`src/logic/bsc_defs.svh`:
```
// Constants for the boot select and code security block
// Summary of operation
// - Write 0x83, idle, wake: reset, run application
// - No strap condition: boot from application rom
// - Straps A,B low or C low: boot loader
// - Security register reachable only in programming mode
// - Programmed security bits stay zero until erase
// - Security register sits at loader top index
// - Lock zero refuses rom and security access
// - Inhibit zero: external code reads stay external
// - Internal code reads reach internal and external
// - Inhibit one: no code read restriction
// - Encryption on: port output passes encoder
// - Only whole erase clears encryption enable
// - Bit 7 zero selects half oscillator gain
// - Clock may stop; state is kept
// - Control bits 7,1,0 set: external-like reset
// - Loader flag reads one while loader runs
`ifndef BSC_DEFS_SVH
`define BSC_DEFS_SVH
`define BSC_ADR_ISP   18'h0_0000
`define BSC_ADR_PRG   18'h0_0004
`define BSC_SEC_IDX   16'hffff
`define BSC_ADR_SEC   {`BSC_SEC_IDX, 2'b00}
`define BSC_ISP_SWRST 7
`define BSC_ISP_LDFLG 5
`define BSC_ISP_AUXR  4
`define BSC_ISP_FIXED 3
`define BSC_ISP_BTSL  1
`define BSC_ISP_PGEN  0
`define BSC_ISP_WMASK 8'h93
`define BSC_PRG_MODE  0
`define BSC_PRG_ERASE 1
`define BSC_SEC_LOCK  0
`define BSC_SEC_INH   1
`define BSC_SEC_ENC   2
`define BSC_SEC_OSC   7
`define BSC_SEC_ERASED 8'hff
`define BSC_ENC_KEY   8'h5a
// Strap filter settles on the fourth edge, so decide on the fifth
`define BSC_BOOT_WAIT 3'h4
`define BSC_SWRST_LEN 3'h4
`define BSC_CNT_ONE   3'h1
`endif

```
`src/logic/bsc_pkg.sv`:
```
// Types for the boot select and code security block
package bsc_pkg;
  typedef enum logic [1:0] {
    BSC_BOOT  = 2'b00,
    BSC_RUN   = 2'b01,
    BSC_SWRST = 2'b10
  } bsc_state_t;
endpackage : bsc_pkg

```
`src/logic/bsc_top.sv`:
```
// Boot source selection, software reset and code security logic
//
// Chosen here: register access over Wishbone.
`timescale 1ns/1ps
`include "bsc_defs.svh"
module bsc_top (
  input  wire logic        clk,
  input  wire logic        arst_n,
  input  wire logic        wb_cyc,
  input  wire logic        wb_stb,
  input  wire logic        wb_we,
  input  wire logic [17:0] wb_adr,
  input  wire logic [3:0]  wb_sel,
  input  wire logic [31:0] wb_dat_w,
  output logic             wb_ack,
  output logic      [31:0] wb_dat_r,
  input  wire logic        boot_strap_a,
  input  wire logic        boot_strap_b,
  input  wire logic        boot_strap_c,
  input  wire logic        cpu_idle,
  input  wire logic        timer_wake,
  output logic             cpu_rst,
  output logic             running_loader,
  output logic             aux_ram_en,
  output logic             rom_access_en,
  input  wire logic        ctr_req,
  input  wire logic        ctr_from_ext,
  input  wire logic        ctr_adr_int,
  output logic             ctr_int_sel,
  output logic             ctr_ext_sel,
  input  wire logic [7:0]  p0_raw,
  output logic      [7:0]  p0_coded,
  output logic             osc_half_gain
);
  import bsc_pkg::*;

  ////////////////////////////////////////////////////////////////////////////
  // Port encoder, also used by the checks
  function automatic logic [7:0] bsc_encode(input logic [7:0] d);
    logic [7:0] r;
    r = {d[4:0], d[7:5]};
    return r ^ `BSC_ENC_KEY;
  endfunction : bsc_encode

  ////////////////////////////////////////////////////////////////////////////
  // Strap synchronisers; a change counts once stages two and three agree
  logic [2:0] s1_reg, s2_reg, s3_reg;
  logic [2:0] strap_reg;
  logic [2:0] strap_next;

  always_comb
  begin
    strap_next = strap_reg;
    if (s2_reg == s3_reg)
    begin
      strap_next = s3_reg;
    end
  end

  always_ff @(posedge clk or negedge arst_n)
  begin
    if (!arst_n)
    begin
      s1_reg    <= 3'h7;
      s2_reg    <= 3'h7;
      s3_reg    <= 3'h7;
      strap_reg <= 3'h7;
    end
    else
    begin
      s1_reg    <= {boot_strap_c, boot_strap_b, boot_strap_a};
      s2_reg    <= s1_reg;
      s3_reg    <= s2_reg;
      strap_reg <= strap_next;
    end
  end

  ////////////////////////////////////////////////////////////////////////////
  // Control state
  bsc_state_t state_reg, state_next;
  logic [2:0]  cnt_reg, cnt_next;
  logic        rst_reg, rst_next;
  logic        ldr_reg, ldr_next;
  logic [7:0]  isp_reg, isp_next;
  logic        prg_reg, prg_next;
  logic        ack_reg, ack_next;
  logic [31:0] rd_reg, rd_next;
  logic        acc_reg, acc_next;
  logic        cint_reg, cint_next;
  logic        cext_reg, cext_next;
  logic [7:0]  p0_reg, p0_next;
  logic        half_reg, half_next;
  // Security bits model nonvolatile cells: no reset, only erase sets them
  logic [7:0]  sec_reg, sec_next;
  // Marks that an erase has given the cells known values; unknown before
  logic        known_reg, known_next;
  logic        acc, wr, sec_ok, armed, erase_w, int_ok, boot_ldr;

  always_comb
  begin
    state_next = state_reg;
    cnt_next   = cnt_reg;
    rst_next   = rst_reg;
    ldr_next   = ldr_reg;
    isp_next   = isp_reg;
    prg_next   = prg_reg;
    sec_next   = sec_reg;
    rd_next    = rd_reg;
    erase_w    = 1'b0;
    acc        = wb_cyc & wb_stb;
    ack_next   = acc & ~ack_reg;
    wr         = acc & ack_reg & wb_we & wb_sel[0];
    sec_ok     = prg_reg & sec_reg[`BSC_SEC_LOCK];
    armed      = isp_reg[`BSC_ISP_SWRST] & isp_reg[`BSC_ISP_BTSL]
               & isp_reg[`BSC_ISP_PGEN];
    boot_ldr   = (~strap_reg[0] & ~strap_reg[1]) | ~strap_reg[2];

    // Read data is latched together with ack
    if (acc & ~ack_reg)
    begin
      rd_next = 32'h0000_0000;
      if (wb_adr == `BSC_ADR_ISP)
      begin
        rd_next[7:0] = isp_reg;
        rd_next[`BSC_ISP_LDFLG] = ldr_reg;
        rd_next[`BSC_ISP_FIXED] = 1'b1;
      end
      else if (wb_adr == `BSC_ADR_PRG)
      begin
        rd_next[`BSC_PRG_MODE] = prg_reg;
      end
      else if (wb_adr == `BSC_ADR_SEC && sec_ok)
      begin
        rd_next[7:0] = sec_reg;
      end
    end

    // Writes take effect on the edge where ack is seen
    if (wr)
    begin
      if (wb_adr == `BSC_ADR_ISP && state_reg == BSC_RUN)
      begin
        isp_next = wb_dat_w[7:0] & `BSC_ISP_WMASK;
      end
      else if (wb_adr == `BSC_ADR_PRG)
      begin
        prg_next = wb_dat_w[`BSC_PRG_MODE];
        if (prg_reg & wb_dat_w[`BSC_PRG_ERASE])
        begin
          erase_w  = 1'b1;
          sec_next = `BSC_SEC_ERASED;
        end
      end
      else if (wb_adr == `BSC_ADR_SEC && sec_ok)
      begin
        sec_next = sec_reg & wb_dat_w[7:0];
      end
    end

    // Sequencer; purely edge driven, so a stopped clock just freezes it
    unique case (state_reg)
      BSC_BOOT:
      begin
        cnt_next = cnt_reg + `BSC_CNT_ONE;
        if (cnt_reg == `BSC_BOOT_WAIT)
        begin
          ldr_next   = boot_ldr;
          rst_next   = 1'b0;
          cnt_next   = 3'h0;
          state_next = BSC_RUN;
        end
      end
      BSC_RUN:
      begin
        // Armed reset waits for the timer wake-up if the core idles
        if (armed & (~cpu_idle | timer_wake))
        begin
          rst_next   = 1'b1;
          ldr_next   = 1'b0;
          isp_next   = 8'h00;
          cnt_next   = 3'h0;
          state_next = BSC_SWRST;
        end
        else if (isp_reg[`BSC_ISP_PGEN] & cpu_idle & timer_wake)
        begin
          ldr_next = 1'b1;
        end
      end
      BSC_SWRST:
      begin
        cnt_next = cnt_reg + `BSC_CNT_ONE;
        if (cnt_reg == `BSC_SWRST_LEN - `BSC_CNT_ONE)
        begin
          rst_next   = 1'b0;
          cnt_next   = 3'h0;
          state_next = BSC_RUN;
        end
      end
      default:
      begin
        state_next = BSC_BOOT;
        rst_next   = 1'b1;
        cnt_next   = 3'h0;
      end
    endcase

    // Protection outputs follow the security bits
    acc_next  = sec_reg[`BSC_SEC_LOCK];
    int_ok    = ctr_adr_int
              & ~(ctr_from_ext & ~sec_reg[`BSC_SEC_INH]);
    cint_next = ctr_req & int_ok;
    cext_next = ctr_req & ~int_ok;
    p0_next   = sec_reg[`BSC_SEC_ENC] ? p0_raw : bsc_encode(p0_raw);
    half_next = ~sec_reg[`BSC_SEC_OSC];
    known_next = known_reg | erase_w;
  end

  always_ff @(posedge clk)
  begin
    sec_reg   <= sec_next;
    known_reg <= known_next;
  end

  always_ff @(posedge clk or negedge arst_n)
  begin
    if (!arst_n)
    begin
      state_reg <= BSC_BOOT;
      cnt_reg   <= 3'h0;
      rst_reg   <= 1'b1;
      ldr_reg   <= 1'b0;
      isp_reg   <= 8'h00;
      prg_reg   <= 1'b0;
      ack_reg   <= 1'b0;
      rd_reg    <= 32'h0000_0000;
      acc_reg   <= 1'b0;
      cint_reg  <= 1'b0;
      cext_reg  <= 1'b0;
      p0_reg    <= 8'h00;
      half_reg  <= 1'b0;
    end
    else
    begin
      state_reg <= state_next;
      cnt_reg   <= cnt_next;
      rst_reg   <= rst_next;
      ldr_reg   <= ldr_next;
      isp_reg   <= isp_next;
      prg_reg   <= prg_next;
      ack_reg   <= ack_next;
      rd_reg    <= rd_next;
      acc_reg   <= acc_next;
      cint_reg  <= cint_next;
      cext_reg  <= cext_next;
      p0_reg    <= p0_next;
      half_reg  <= half_next;
    end
  end

  assign wb_ack         = ack_reg;
  assign wb_dat_r       = rd_reg;
  assign cpu_rst        = rst_reg;
  assign running_loader = ldr_reg;
  assign aux_ram_en     = isp_reg[`BSC_ISP_AUXR];
  assign rom_access_en  = acc_reg;
  assign ctr_int_sel    = cint_reg;
  assign ctr_ext_sel    = cext_reg;
  assign p0_coded       = p0_reg;
  assign osc_half_gain  = half_reg;
endmodule : bsc_top

```
`config.mk`:
```
export PLATFORM = sky130hd
export DESIGN_NAME = bsc_top
export DESIGN_NICKNAME = d
export VERILOG_FILES = /design/src/logic/bsc_pkg.sv /design/src/logic/bsc_top.sv
export VERILOG_INCLUDE_DIRS = /design/src /design/src/logic
export SDC_FILE = /design/constraint.sdc
export NUM_CORES = 1
export LEC_CHECK = 0
export ABC_AREA = 1
export BUFFER_PORTS_ARGS = -buffer_cell sky130_fd_sc_hd__buf_2
export CAP_MARGIN = 20
export CORE_MARGIN = 2
export CORE_UTILIZATION = 50
export CTS_CLUSTER_DIAMETER = 150
export DETAILED_ROUTE_END_ITERATION = 7
export GPL_ROUTABILITY_DRIVEN = 1
export PLACE_DENSITY = 0.84
export SETUP_SLACK_MARGIN = 0.05
export SLEW_MARGIN = 20
export SYNTH_ARGS = -nofsm -noshare
export SYNTH_HDL_FRONTEND = slang
export SYNTH_SLANG_ARGS = --single-unit
```
`constraint.sdc`:
```
create_clock -name clk -period 3.4 [get_ports clk]
set_clock_uncertainty 0.2 [all_clocks]
set_input_delay 0.34 -clock clk [delete_from_list [all_inputs] [get_ports clk]]
set_output_delay 0.34 -clock clk [all_outputs]
set_load 0.1 [all_outputs]
```
==> metrics.txt <==
commonest cells after routing, fill and taps aside=nand2_1, buf_2, nor2_1, dfrtp_1, conb_1; CTS tree=built; R2R cell count=6; Final Max Slew Viols=0; final instance count without filler cells=478; vias in the first global route=2190; vias per cell=4.65; commonest non-fill, non-tap cell in the layout=nand2_1; via count=2223; Seq/Total Area, Yosys=52.2%; most used cell, CP=nand2_1; Total GRT Usage=19.3%; met1 GRT Util=23.7%; RSZ-0062 raised after global routing=no; Synth warnings=0; Max FO, Critical Path=12; post-synth top area share=31.0%; Hold Crit Class=input port to register; Synth cell types=30; Least-Margin Pin Slew=0.992 ns; Post-Place Cells=466; Max Cap Violations=0; total power=1.84 mW; post-DP HPWL=4060 um; routed wire length per instance=11.3 um; PortBufs=71; startpoint types=input port; clk buf depth=2; Inserted Diodes=0; RD Place Congestion=0.845; PwrDens=572 nW/um2; mapped cell area=2750 um2; grt met3 use=4.14%; core area=5200 um2; met2 usage=34.1%; GRT Max-Usage Layer=met2; nets@finish=486; static leakage=1.70 nW; crit-path max cell delay=0.41 ns; num rows=26; DRT Wirelength=5390 um; CTS resizes=0; io pins=123; Critical R2R Launch=prg_reg; FILL cells=459; Final Setup Violations=0; first-pass GRT wire length=9400 um; hold wc startpoint=ctr_adr_int; number of hold violations in the final report=0; Reg-to-Reg End=sec_reg[7]; width of the chip=78.1 um; CTS Buf Count=5; slowest cell on the critical path=a21oi_2; DIE HEIGHT=78.1 um; Post-Syn Area per Cell=8.35 um2; DRT iter0 DRCs=114; critical path endpoint category=register; Rel. slew slack=33.6%; gr ovfl total=0; Max Freq=500 MHz; Starting Density=52.8%; Setup Fix Bufs, Post-CTS=0; CTS Sinks=55; hold depth=2; Reg2Reg Setup Slack=1.51 ns; initial antenna violation count=0; setup TNS=0 ns; largest net degree at the start of global routing=48; fin crit share=58.8%; Routed Antenna Nets=0; worst path cell trace=buf_2 -> nor2_1 -> nand2_1 -> nor2_4 -> nand3_4 -> nor2_2 -> nand2_1 -> a21oi_2; Clk Latency, worst-skew pair=0.30 ns; Root Buffer=clkbuf_8; die area=6100 um2; critical path required time=3.15 ns; DR DRC count=0; CTS H-tree lvls=2; share of cells above drive strength 1=26.0%; hold buffers post-CTS=3; clock-pin slew on the worst setup and hold paths=0.10 ns; cell taking the most area after synthesis=dfrtp_1; Cells after Synth=329; Yosys reg bits=55; Worst VDD drop=0.000332 V; crit path kind=input port to register; Area growth syn-to-layout=17.3%; Critical Path AT=1.75 ns; Area contributors post-synth=dfrtp_1, nand2_1, dfstp_2; Hold Path End=ctr_ext_sel; status=complete, no violations; First-pass DRT Iterations=4; fin crit period=2.00 ns
-- cells by family after synthesis --
logic type / count (synthesis) / share of synthesized area (%)
DFF: 55 / 52.2
other: 1 / 0.137
adders and majority gates: 4 / 1.82
AOI/OAI and AO/OA: 18 / 3.51
buffers and inverters: 54 / 11.0
and+or+nand+nor: 194 / 30.4
xor gates and xnor gates: 3 / 0.957
-- final cells by class --
class	count	area (um2)	share of cell area (%)
clock inverter	1	6.26	0.194
clock buffer	7	96.3	2.99
multi-input combinational	243	1100	34.1
timing repair buffer	75	398	12.4
inverter	27	101	3.15
tap	70	87.6	2.72
sequential	55	1430	44.5
-- how the worst max path moves through the flow --
stage / cells past startpoint / startpoint / to
after floorplan: 4 / wb_ack / sec_reg[0]
after global placement: 8 / wb_adr[12] / sec_reg[4]
after detailed placement: 8 / wb_adr[12] / sec_reg[5]
after CTS: 8 / wb_adr[12] / sec_reg[2]
after global routing: 8 / wb_adr[12] / sec_reg[7]
final: 8 / wb_adr[12] / sec_reg[7]
-- worst max-delay path, delay by kind of cell --
family,cells,cell delay [ns]
AND/OR/NAND/NOR,6,0.89
buffers and inverters,1,0.10
AO/OA/AOI/OAI,1,0.41
-- stage by stage --
step                worst slack, ns  hold WS [ns]  area (um2)  util [%]
floorplan                      1.13        -0.156        2830         -
global placement               1.09         0.145        3080      59.1
detailed placement             1.05         0.147        3080      59.1
CTS                            1.37      0.000466        3210      61.6
global route                   1.23        0.0121        3220      61.9
finish                         1.40       0.00836        3220      61.9
-- per-layer routing --
| layer | up-vias | share of wire, % |
|---|---|---|
| met2 | 62 | 51 |
| met3 | 9 | 4.8 |
| met5 | - | 0 |
| met1 | 1025 | 43 |
| met4 | 0 | 1.3 |
| li1 | 1127 | - |
-- where the power goes --
group,total (mW),switching (mW),internal [mW]
clock,0.385,0.199,0.186
combinational,0.657,0.526,0.131
sequential,0.801,0.0452,0.755
total,1.84,0.770,1.07
-- Yosys cell counts --
cell type  count
nand2_1       99
nor2_1        62
dfrtp_1       34
buf_4         24
inv_1         23
nand3_1       18
dfstp_2       13
o21ai_0       12
edfxtp_1       8
ha_1           4
a21oi_1        3
inv_2          3
nor2_4         3
a31oi_1        2
nand2_2        2
nand3b_1       2
nand4_1        2
nor2_2         2
xor2_1         2
a21oi_2        1
buf_2          1
buf_6          1
clkbuf_1       1
clkinv_1       1
conb_1         1
nand3_4        1
nand3b_2       1
nand4_4        1
nor3_1         1
xnor2_1        1
No activity file was read; power rests on OpenSTA's default activity.
